`src/core/speed_monitor_consts.svh`:
```
`ifndef SPEED_MONITOR_CONSTS_SVH
`define SPEED_MONITOR_CONSTS_SVH

// clock rate
`define CLK_HZ              10000000
// run window and thresholds, engine rpm
`define RUN_MIN_RPM         16'd600
`define LOW_NOISE_RPM       16'd650
`define HIGH_NOISE_RPM      16'd1050
// noise accounting
`define LOW_WINDOW_SAMPLES  7'd80
`define NOISE_EVENTS        3'd5
// persistence of a large change, seconds
`define PERSIST_TIME_S      0.15
// speed sampling gate, seconds
`define SAMPLE_TIME_S       0.05
// warm-up cycles that erase the logged code
`define WARMUP_CLEAR        6'd40
// register offsets
`define OFS_CTRL            8'h00
`define OFS_CMD             8'h04
`define OFS_STATUS          8'h08
`define OFS_SPEED           8'h0c
`define OFS_IRQ_STATUS      8'h10
`define OFS_IRQ_CLEAR       8'h14
`define OFS_IRQ_ENABLE      8'h18
// field positions
`define CTRL_CHECK_EN_BIT   0
`define CMD_TOOL_CLEAR_BIT  0
`define ST_ACTIVE_BIT       0
`define ST_HISTORY_BIT      1
`define ST_RUN_BIT          2
`define ST_LOW_LSB          4
`define ST_HIGH_LSB         8
`define ST_WARM_LSB         16
// reset values
`define CTRL_RESET          1'b1
`define IRQ_ENABLE_RESET    3'h0

`endif

```
`src/core/speed_monitor_pkg.sv`:
```
package speed_monitor_pkg;

  // engine or turbine speed in rpm
  typedef logic [15:0] rpm_t;

  // interrupt status bit positions
  typedef enum logic [1:0] {
    IRQ_FAULT_SET  = 2'b00,
    IRQ_AUTO_CLEAR = 2'b01,
    IRQ_NOISE      = 2'b10
  } irq_bit_t;

endpackage : speed_monitor_pkg

```
`src/core/engine_speed_plausibility_monitor.sv`:
```
`timescale 1ns/10ps
`include "speed_monitor_consts.svh"
// Summary of operation
// - check runs only while the calibration enable bit is set
// - check runs only while measured engine speed exceeds 600 rpm
// - check runs only with shift complete and range not neutral
// - large change held at or above 600 rpm for 0.15 s sets fault
// - low counter steps after 80 samples with change below 650 rpm
// - high counter steps on each sampled change above 1050 rpm
// - noise fault once both counters reach 5 events
// - fault becoming active logs the fault code into history
// - warning lamp stays off for this fault
// - while fault active, turbine speed replaces engine speed
// - service tool clear removes the logged fault code
// - 40 clean warm-up cycles in a row erase the logged code
// - engine speed derived from sensor pulse frequency
module engine_speed_plausibility_monitor
  import speed_monitor_pkg::*;
#(
  parameter int          SAMPLE_CYCLES  = int'(`SAMPLE_TIME_S * `CLK_HZ),
  parameter int          PERSIST_CYCLES = int'(`PERSIST_TIME_S * `CLK_HZ),
  parameter int          TEETH          = 12,
  parameter logic [15:0] FAULT_CODE_ID  = 16'h0001  // arbitrary value
) (
  // clock and reset
  input  wire logic        clk_sys,
  input  wire logic        nrst,
  // register port
  input  wire logic [7:0]  addr,
  input  wire logic [31:0] wdata,
  input  wire logic        wr,
  input  wire logic        rd,
  output      logic [31:0] rdata,
  // sensor and drivetrain state
  input  wire logic        sensor_pulse,
  input  wire rpm_t        turbine_speed,
  input  wire logic        shift_done,
  input  wire logic        range_neutral,
  input  wire logic        warmup_done,
  // results
  output      rpm_t        engine_speed_out,
  output      logic        fault_active,
  output      logic        history_valid,
  output      logic [15:0] speed_plausibility_fault_code,
  output      logic        transmission_warning_lamp,
  output      logic        irq
);

  // rpm per counted pulse in one sample gate
  localparam int SCALE_INT = int'(60.0 / (`SAMPLE_TIME_S * TEETH));
  localparam rpm_t SCALE = rpm_t'(SCALE_INT);

  // refuse parameter values the counters cannot serve
  if (SAMPLE_CYCLES < 2 || PERSIST_CYCLES < 1 || TEETH < 1 || SCALE_INT < 1) begin : g_bad_param
    $error("engine_speed_plausibility_monitor: bad parameters");
  end

  logic [31:0] tick_cnt_reg;
  logic        tick;
  logic        pulse_d_reg;
  logic [7:0]  edge_cnt_reg;
  rpm_t        speed_reg;
  rpm_t        prev_speed_reg;
  logic        have_prev_reg;
  rpm_t        delta;
  logic        run_ok;
  logic        check_en_reg;
  logic [6:0]  window_reg;
  logic [2:0]  low_cnt_reg;
  logic [2:0]  high_cnt_reg;
  logic        large_pend_reg;
  logic [31:0] persist_reg;
  logic        persist_hit;
  logic        noise_hit;
  logic        fail_now;
  logic        active_reg;
  logic        history_reg;
  logic        failed_cycle_reg;
  logic [5:0]  warm_cnt_reg;
  logic        auto_clear;
  logic        tool_clear;
  logic [2:0]  irq_status_reg;
  logic [2:0]  irq_enable_reg;
  logic [2:0]  irq_set;
  logic [31:0] rdata_reg;
  logic        low_step;
  logic        high_step;

  // sample tick divider
  // periodic sample tick
  always_ff @(posedge clk_sys or negedge nrst) begin
    if (!nrst) begin
      tick_cnt_reg <= 32'h0;
    end else if (tick) begin
      tick_cnt_reg <= 32'h0;
    end else begin
      tick_cnt_reg <= tick_cnt_reg + 32'h1;
    end
  end
  assign tick = (tick_cnt_reg == 32'(SAMPLE_CYCLES - 1));

  // pulse edge counting within each gate
  // frequency by counting
  always_ff @(posedge clk_sys or negedge nrst) begin
    if (!nrst) begin
      pulse_d_reg  <= 1'b0;
      edge_cnt_reg <= 8'h0;
    end else begin
      pulse_d_reg <= sensor_pulse;
      if (tick) begin
        edge_cnt_reg <= {7'h0, sensor_pulse && !pulse_d_reg};  // tick-cycle edge opens next gate
      end else if (sensor_pulse && !pulse_d_reg && edge_cnt_reg != 8'hff) begin
        edge_cnt_reg <= edge_cnt_reg + 8'h1;  // saturates
      end
    end
  end

  // convert count to rpm and keep previous sample
  // count to speed
  always_ff @(posedge clk_sys or negedge nrst) begin
    if (!nrst) begin
      speed_reg      <= 16'h0;
      prev_speed_reg <= 16'h0;
      have_prev_reg  <= 1'b0;
    end else if (tick) begin
      speed_reg      <= rpm_t'({8'h0, edge_cnt_reg} * SCALE);
      prev_speed_reg <= speed_reg;
      have_prev_reg  <= 1'b1;
    end
  end

  assign delta = (speed_reg >= prev_speed_reg) ? speed_reg - prev_speed_reg
                                               : prev_speed_reg - speed_reg;

  // run gate
  // calibration enable
  assign run_ok = check_en_reg && (speed_reg > `RUN_MIN_RPM) && shift_done
                  && !range_neutral && have_prev_reg;

  assign low_step  = tick && run_ok && (delta < `LOW_NOISE_RPM)
                     && (window_reg == `LOW_WINDOW_SAMPLES - 7'd1);
  assign high_step = tick && run_ok && (delta > `HIGH_NOISE_RPM);

  // low noise sample window
  // cleared outside run
  always_ff @(posedge clk_sys or negedge nrst) begin
    if (!nrst) begin
      window_reg <= 7'h0;
    end else if (!run_ok || fail_now) begin
      window_reg <= 7'h0;
    end else if (tick) begin
      if (delta >= `LOW_NOISE_RPM || low_step) begin
        window_reg <= 7'h0;
      end else begin
        window_reg <= window_reg + 7'h1;
      end
    end
  end

  // noise event counters, saturating at the trip count
  // cleared outside run
  always_ff @(posedge clk_sys or negedge nrst) begin
    if (!nrst) begin
      low_cnt_reg  <= 3'h0;
      high_cnt_reg <= 3'h0;
    end else if (!run_ok || fail_now) begin
      low_cnt_reg  <= 3'h0;
      high_cnt_reg <= 3'h0;
    end else begin
      if (low_step && low_cnt_reg != `NOISE_EVENTS) begin
        low_cnt_reg <= low_cnt_reg + 3'h1;
      end
      if (high_step && high_cnt_reg != `NOISE_EVENTS) begin
        high_cnt_reg <= high_cnt_reg + 3'h1;
      end
    end
  end

  assign noise_hit = (low_cnt_reg == `NOISE_EVENTS) && (high_cnt_reg == `NOISE_EVENTS);

  // large change persistence timer
  // cleared outside run
  always_ff @(posedge clk_sys or negedge nrst) begin
    if (!nrst) begin
      large_pend_reg <= 1'b0;
      persist_reg    <= 32'h0;
    end else if (!run_ok || fail_now) begin
      large_pend_reg <= 1'b0;
      persist_reg    <= 32'h0;
    end else begin
      // pending while each sample shows a large change
      if (tick) begin
        large_pend_reg <= (delta > `HIGH_NOISE_RPM) && (speed_reg >= `RUN_MIN_RPM);
      end
      if (!large_pend_reg) begin
        persist_reg <= 32'h0;
      end else if (!persist_hit) begin
        persist_reg <= persist_reg + 32'h1;
      end
    end
  end

  assign persist_hit = large_pend_reg && (persist_reg == 32'(PERSIST_CYCLES - 1));
  assign fail_now    = run_ok && (persist_hit || noise_hit);

  // tool clear command from the register port
  // service tool clear
  assign tool_clear = wr && (addr == `OFS_CMD) && wdata[`CMD_TOOL_CLEAR_BIT];

  // warm-up cycle tracking
  // consecutive clean warm-ups
  always_ff @(posedge clk_sys or negedge nrst) begin
    if (!nrst) begin
      warm_cnt_reg     <= 6'h0;
      failed_cycle_reg <= 1'b0;
    end else if (tool_clear || auto_clear) begin
      warm_cnt_reg     <= 6'h0;
      failed_cycle_reg <= fail_now;
    end else if (warmup_done) begin
      failed_cycle_reg <= fail_now;
      if (failed_cycle_reg || fail_now || !history_reg) begin
        warm_cnt_reg <= 6'h0;
      end else begin
        warm_cnt_reg <= warm_cnt_reg + 6'h1;
      end
    end else if (fail_now) begin
      failed_cycle_reg <= 1'b1;
    end
  end
  assign auto_clear = warmup_done && history_reg && !failed_cycle_reg && !fail_now
                      && (warm_cnt_reg == `WARMUP_CLEAR - 6'd1);

  // fault active and history store, set wins over clear
  always_ff @(posedge clk_sys or negedge nrst) begin
    if (!nrst) begin
      active_reg  <= 1'b0;
      history_reg <= 1'b0;
    end else if (fail_now) begin
      active_reg  <= 1'b1;
      history_reg <= 1'b1;
    end else if (tool_clear || auto_clear) begin
      active_reg  <= 1'b0;
      history_reg <= 1'b0;
    end
  end

  // substituted speed and logged code outputs
  always_ff @(posedge clk_sys or negedge nrst) begin
    if (!nrst) begin
      engine_speed_out              <= 16'h0;
      speed_plausibility_fault_code <= 16'h0;
    end else begin
      engine_speed_out              <= active_reg ? turbine_speed : speed_reg;
      speed_plausibility_fault_code <= history_reg ? FAULT_CODE_ID : 16'h0;
    end
  end

  assign fault_active  = active_reg;
  assign history_valid = history_reg;
  assign transmission_warning_lamp = 1'b0;

  // control register
  always_ff @(posedge clk_sys or negedge nrst) begin
    if (!nrst) begin
      check_en_reg <= `CTRL_RESET;
    end else if (wr && addr == `OFS_CTRL) begin
      check_en_reg <= wdata[`CTRL_CHECK_EN_BIT];
    end
  end

  // interrupt events
  always_comb begin
    irq_set                 = 3'h0;
    irq_set[IRQ_FAULT_SET]  = fail_now && !active_reg;
    irq_set[IRQ_AUTO_CLEAR] = auto_clear;
    irq_set[IRQ_NOISE]      = low_step || high_step;
  end

  // sticky status, set wins over write-one-to-clear
  always_ff @(posedge clk_sys or negedge nrst) begin
    if (!nrst) begin
      irq_status_reg <= 3'h0;
      irq_enable_reg <= `IRQ_ENABLE_RESET;
    end else begin
      if (wr && addr == `OFS_IRQ_CLEAR) begin
        irq_status_reg <= (irq_status_reg & ~wdata[2:0]) | irq_set;
      end else begin
        irq_status_reg <= irq_status_reg | irq_set;
      end
      if (wr && addr == `OFS_IRQ_ENABLE) begin
        irq_enable_reg <= wdata[2:0];
      end
    end
  end
  assign irq = |(irq_status_reg & irq_enable_reg);

  // read data, one cycle after the strobe
  always_ff @(posedge clk_sys or negedge nrst) begin
    if (!nrst) begin
      rdata_reg <= 32'h0;
    end else if (rd) begin
      rdata_reg <= 32'h0;
      case (addr)
        `OFS_CTRL:       rdata_reg[`CTRL_CHECK_EN_BIT] <= check_en_reg;
        `OFS_STATUS: begin
          rdata_reg[`ST_ACTIVE_BIT]              <= active_reg;
          rdata_reg[`ST_HISTORY_BIT]             <= history_reg;
          rdata_reg[`ST_RUN_BIT]                 <= run_ok;
          rdata_reg[`ST_LOW_LSB +: 3]            <= low_cnt_reg;
          rdata_reg[`ST_HIGH_LSB +: 3]           <= high_cnt_reg;
          rdata_reg[`ST_WARM_LSB +: 6]           <= warm_cnt_reg;
        end
        `OFS_SPEED:      rdata_reg[15:0] <= speed_reg;
        `OFS_IRQ_STATUS: rdata_reg[2:0] <= irq_status_reg;
        `OFS_IRQ_ENABLE: rdata_reg[2:0] <= irq_enable_reg;
        default:         rdata_reg <= 32'h0;  // unmapped and write-only read zero
      endcase
    end
  end
  assign rdata = rdata_reg;

endmodule : engine_speed_plausibility_monitor

```
`config.mk`:
```
export PLATFORM = sky130hd
export DESIGN_NAME = engine_speed_plausibility_monitor
export DESIGN_NICKNAME = d
export VERILOG_FILES = /design/src/core/speed_monitor_pkg.sv /design/src/core/engine_speed_plausibility_monitor.sv
export VERILOG_INCLUDE_DIRS = /design/src /design/src/core
export SDC_FILE = /design/constraint.sdc
export NUM_CORES = 1
export LEC_CHECK = 0
export ABC_AREA = 1
export BUFFER_PORTS_ARGS = -buffer_cell sky130_fd_sc_hd__buf_2
export CAP_MARGIN = 10
export CORE_MARGIN = 2
export CORE_UTILIZATION = 57
export DETAILED_ROUTE_END_ITERATION = 16
export GPL_TIMING_DRIVEN = 0
export PLACE_DENSITY = 0.78
export SLEW_MARGIN = 20
export SYNTH_ARGS = -nofsm -noshare
export SYNTH_HDL_FRONTEND = slang
export SYNTH_SLANG_ARGS = --single-unit
```
`constraint.sdc`:
```
create_clock -name clk_sys -period 6.2 [get_ports clk_sys]
set_input_delay 1.86 -clock clk_sys [delete_from_list [all_inputs] [get_ports clk_sys]]
set_output_delay 1.86 -clock clk_sys [all_outputs]
set_load 0.1 [all_outputs]
```
* Word-level counts from Yosys, hierarchy flattened *
Cells that the tools add are included.

storage, ports and cells
  register bits after elaboration = 168
  input bits = 64
  output and inout port bits = 68

operators by class
  add/subtract/negate cells = 9
  multipliers = 1
  magnitude comparators = 6
  equal/unequal tests = 16
  mux-type cells = 35
  bitwise logic cells = 5
  reduce and logical (&&, ||, !) cells = 48

operators by type and width
  operator               count
  $mux 32                4
  $add 32x1->32 const B  2
  $eq 32x19->1 const B   1
  $eq 32x21->1 const B   1
  $mux 16                2
  $sub 15x15->16         2
  $logic_and 1x1->1      26
  $eq 8x5->1 const B     3
  $mux 6                 4
  $mux 7                 3
  $eq 8x4->1 const B     2
  $ge 16x10->1 const B   1
  $gt 16x11->1 const B   1
  $lt 16x10->1 const B   1
  $mux 8                 2
  $ge 15x10->1 const B   1
  $ge 15x15->1           1
  $gt 15x10->1 const B   1
  $mux 3                 5
  $mul 8x5->13 const B   1
  $pmux 3 s2             2
  $reduce_bool 2->1      6
  $mux 1                 10
  $add 8x1->8 const B    1
  21 further kinds       37

* Logic depth before layout (Yosys ltp) *
  word-level depth = 12
  gate-level depth with buffers = 23
  mapped depth without buffers = 23

* Worst setup path after synthesis *
No wires, ideal clock.

  path type = input to register
  start point = input addr[7]
  end point = register rdata_reg[0] (netlist: rdata[0])
  arrival = 3.214 ns
  data required time = 6.117 ns
  path slack = 2.903 ns
  cell stages on the path = 10
  path buffers = 0
  path through = nor2_1 > inv_1 > nor3_1 > inv_1 > nor2_1 > inv_1 > nor2_1 > a31o_2 > a221oi_1 > o21ai_0

between the ends
  word-level cells in the longest chain between the ends = 2
  elaborated cells between the ends (all ways) = 5

RTL lines
  item                                      RTL line                                  source
  from (decl)                               engine_speed_plausibility_monitor.sv:29   input wire logic [7:0] addr,
  $eq 8x5->1, or another cell as far along  engine_speed_plausibility_monitor.sv:303  case (addr)
  $pmux 1 s4 *                              engine_speed_plausibility_monitor.sv:303
  to (signal, indexed assignment)           engine_speed_plausibility_monitor.sv:304  `OFS_CTRL: rdata_reg[`CTRL_CHECK_EN_BIT] <= check_en_reg;
  to (signal, indexed assignment)           engine_speed_plausibility_monitor.sv:306  rdata_reg[`ST_ACTIVE_BIT] <= active_reg;
  to (signal, indexed assignment)           engine_speed_plausibility_monitor.sv:307  rdata_reg[`ST_HISTORY_BIT] <= history_reg;
  to (decl)                                 engine_speed_plausibility_monitor.sv:85   logic [31:0] rdata_reg;

Mark *: on every way between the ends. The rest lies on a longest branch, timed or not.
A chain may end at the register's enable or synchronous reset.

* Worst setup path in the final report *
  start point = input addr[7]
  end point = register rdata_reg[2] (netlist: rdata[2])

between the ends
  word-level cells in the longest chain between the ends = 2
  elaborated cells between the ends (all ways) = 5

RTL lines
  item                                             RTL line
  $eq 8x5->1 / $eq 8x4->1 (equally long branches)  engine_speed_plausibility_monitor.sv:303
  $pmux 2 s4 *                                     engine_speed_plausibility_monitor.sv:303

Marked as above.

==> run metrics <==
Placed Area=0.01177 mm2; Top delay family on crit path=simple AND/OR/NAND/NOR gates; Area growth syn-to-layout=12.79%; vias in the first global route=9454; Initial Util=between 50 and 60%; final instance area=0.01237 mm2; fin crit period=3546 ps; most frequent cells in the layout=nand2_1 (394), inv_1 (253), dfrtp_1 (166); Fmax achieved=282.0 MHz; Avg WL per Cell=14.43 um; Static Leak=6.530 nW; worst skew pair latency=440 ps; met3 WL=roughly 1300 um; 1st-pass router iterations=5; R2R cell count=16; FP Rows=50; register area share after synthesis=38.12%; FF+latch count, synth=167; top_reg_cell synth=dfrtp_1; Die X=~140 um; WP buf/inv=4; share of layout cells above drive strength 1=11.78%; met1 wire length=11780 um; Non-Filler Instances=1857; CTS tree=yes; Worst slew margin=34.56%; post-CTS resize count=0; Slew @ Worst Pin=around 970 ps; # hold bufs at CTS=0; Final Core Density=65.91%; total global-route track usage=27.32%; Synth Warn #=0; antenna violations before repair=1; Peak VDD IR=0.0002399 V; startpoint types=input port; Slew Limit Fails=0; 1st-iter DRT viols=675; r2r setup slk=2800 ps; Pwr Density=241.2 mW/mm2; CP max FO=7; vias=9886; final setup fails=0; first-pass GRT wire length=approximately 45000 um; Post-CTS Setup Inserts=0; post-synth top area share=37.88%; max layer used=met4; post-synth top area cell=dfrtp_1; vias per cell=roughly 5.3; r2r endpoint=speed_reg[14]; DRT antenna net count=0; Die ar.=0.02037 mm2; pin count of the biggest net entering global routing=101; clock buffer depth=2; CP Data Required Time=6570 ps; RSZ-0062 raised after global routing=no; status=finished, final reports clean; Hold Fails Final Rpt=0; # DRC=0; EDFF count, synth=0; synthesized area=0.01097 mm2; Sinks on Clock Net=167; top cells by area, synth=dfrtp_1 (38%), nand2_1 (13%), inv_1 (8.7%); clk slew on worst S/H paths=~70 ps; Post-DP HPWL=20610 um; slowest stage cell, crit path=nor4_2; routed wire length on met2=12680 um; Yosys cell types=49; PortBufs=74; GPL Wtd Cong=approximately 0.95; Post-Syn Instances=1489; most common cell after layout, fill and taps aside=nand2_1; Critical Path Sink=rdata[2]; CP Capture Type=flip-flop; Placed Cells=1824; worst path cell trace=buf_2, nor2_1, inv_1, nor3_1, inv_1, nor4_2, inv_1, o21ai_1, a21oi_1, o21ai_0, nand2_1, nand2_1; syn_area_per_cell=7.365 um2; Layout Nets=1741; clk_skew=12.73 ps; Crit path depth=12; Most Frequent Cell on Critical Path=inv_1; root buffer cell=clkbuf_16; core region area=~0.019 mm2; die height=about 140 um; num ports=between 100 and 150; ys async rst share=100.0%; number of CTS-inserted buffers=17; fillers=between 1.5k and 2k; HP Class=reg -> reg; H-tree Lvls=4; max-cap violation count=0; WP data arrival=~3900 ps; worst r2r src=edge_cnt_reg[2]; total grt overflow=0; worst setup path start=addr[7]; Fin Setup TNS=0 ps; Worst Path Class, Setup=in -> reg; Tcrit/Tclk final=57.20%; CP max stage delay=around 470 ps; worst hold stages=1; final WL=26800 um
## Yosys cell counts (all sizes together) (2+ instances only)
library cell	instances
a31oi	8
o21ai	77
or2	3
a211oi	3
dfrtp	166
o211ai	2
and2	2
xnor2	7
nor3	35
nand3b	5
buf	35
inv	256
nor2	129
xor2	43
nand4	44
ha	63
o31ai	11
nand3	92
nor3b	2
a21oi	44
clkbuf	17
nor4	26
fa	5
nand2	405
## cell families after synthesis
family	share of synthesized area, %
adders and majority gates	8.100
buffers and inverters	11.73
and+or+nand+nor	30.23
other	0.03419
xor gates and xnor gates	3.993
AOI/OAI and AO/OA	7.793
DFF	38.12
## routing by layer
metal,vias to the layer above,track usage [%]
met4,0,12.09
met3,74,4.158
met1,4560,36.39
met2,317,44.38
met5,-,0
li1,4935,-
## through the flow
| step | total power, W | hold WS (ps) | setup slack [ps] |
|---|---|---|---|
| 4_1_cts | 0.003001 | 469.5 | 2727 |
| 6_report | 0.002984 | 461.2 | 2654 |
| 5_1_grt | 0.003139 | 490.2 | 2485 |
| 3_5_place_dp | 0.001908 | 451.6 | 2297 |
| 3_3_place_gp | 0.001882 | 451.2 | 717.9 |
| 2_1_floorplan | 0.001751 | 422.5 | 2903 |
## layout make-up
| type | count | area, um2 | share of cell area, % |
|---|---|---|---|
| Antenna cell | 1 | 2.502 | 0.02023 |
| Buffer | 52 | 321.6 | 2.600 |
| Clock buffer | 18 | 439.2 | 3.550 |
| Clock inverter | 14 | 162.7 | 1.315 |
| Inverter | 257 | 964.7 | 7.799 |
| Multi-Input combinational cell | 1039 | 5598 | 45.26 |
| Sequential cell | 167 | 4180 | 33.80 |
| Tap cell | 234 | 292.8 | 2.367 |
| Timing Repair Buffer | 75 | 407.9 | 3.298 |
## how the worst min path moves through the flow
stage | start | endpoint | slack, ps
final | tick_cnt_reg[0] | tick_cnt_reg[0] | 460
after global routing | persist_reg[0] | persist_reg[0] | 490
after CTS | persist_reg[0] | persist_reg[0] | 470
after detailed placement | tick_cnt_reg[0] | tick_cnt_reg[0] | 450
after global placement | persist_reg[0] | persist_reg[0] | 450
after floorplan | have_prev_reg | have_prev_reg | 420
## power breakdown
part | total [W] | switching, W | internal, W
Sequential | 0.00119 | 0.0000525 | 0.00114
Combinational | 0.000706 | 0.000483 | 0.000223
Clock | 0.00109 | 0.000473 | 0.000614
Total | 0.00298 | 0.00101 | 0.00198
(Power assumes the default switching activity.)
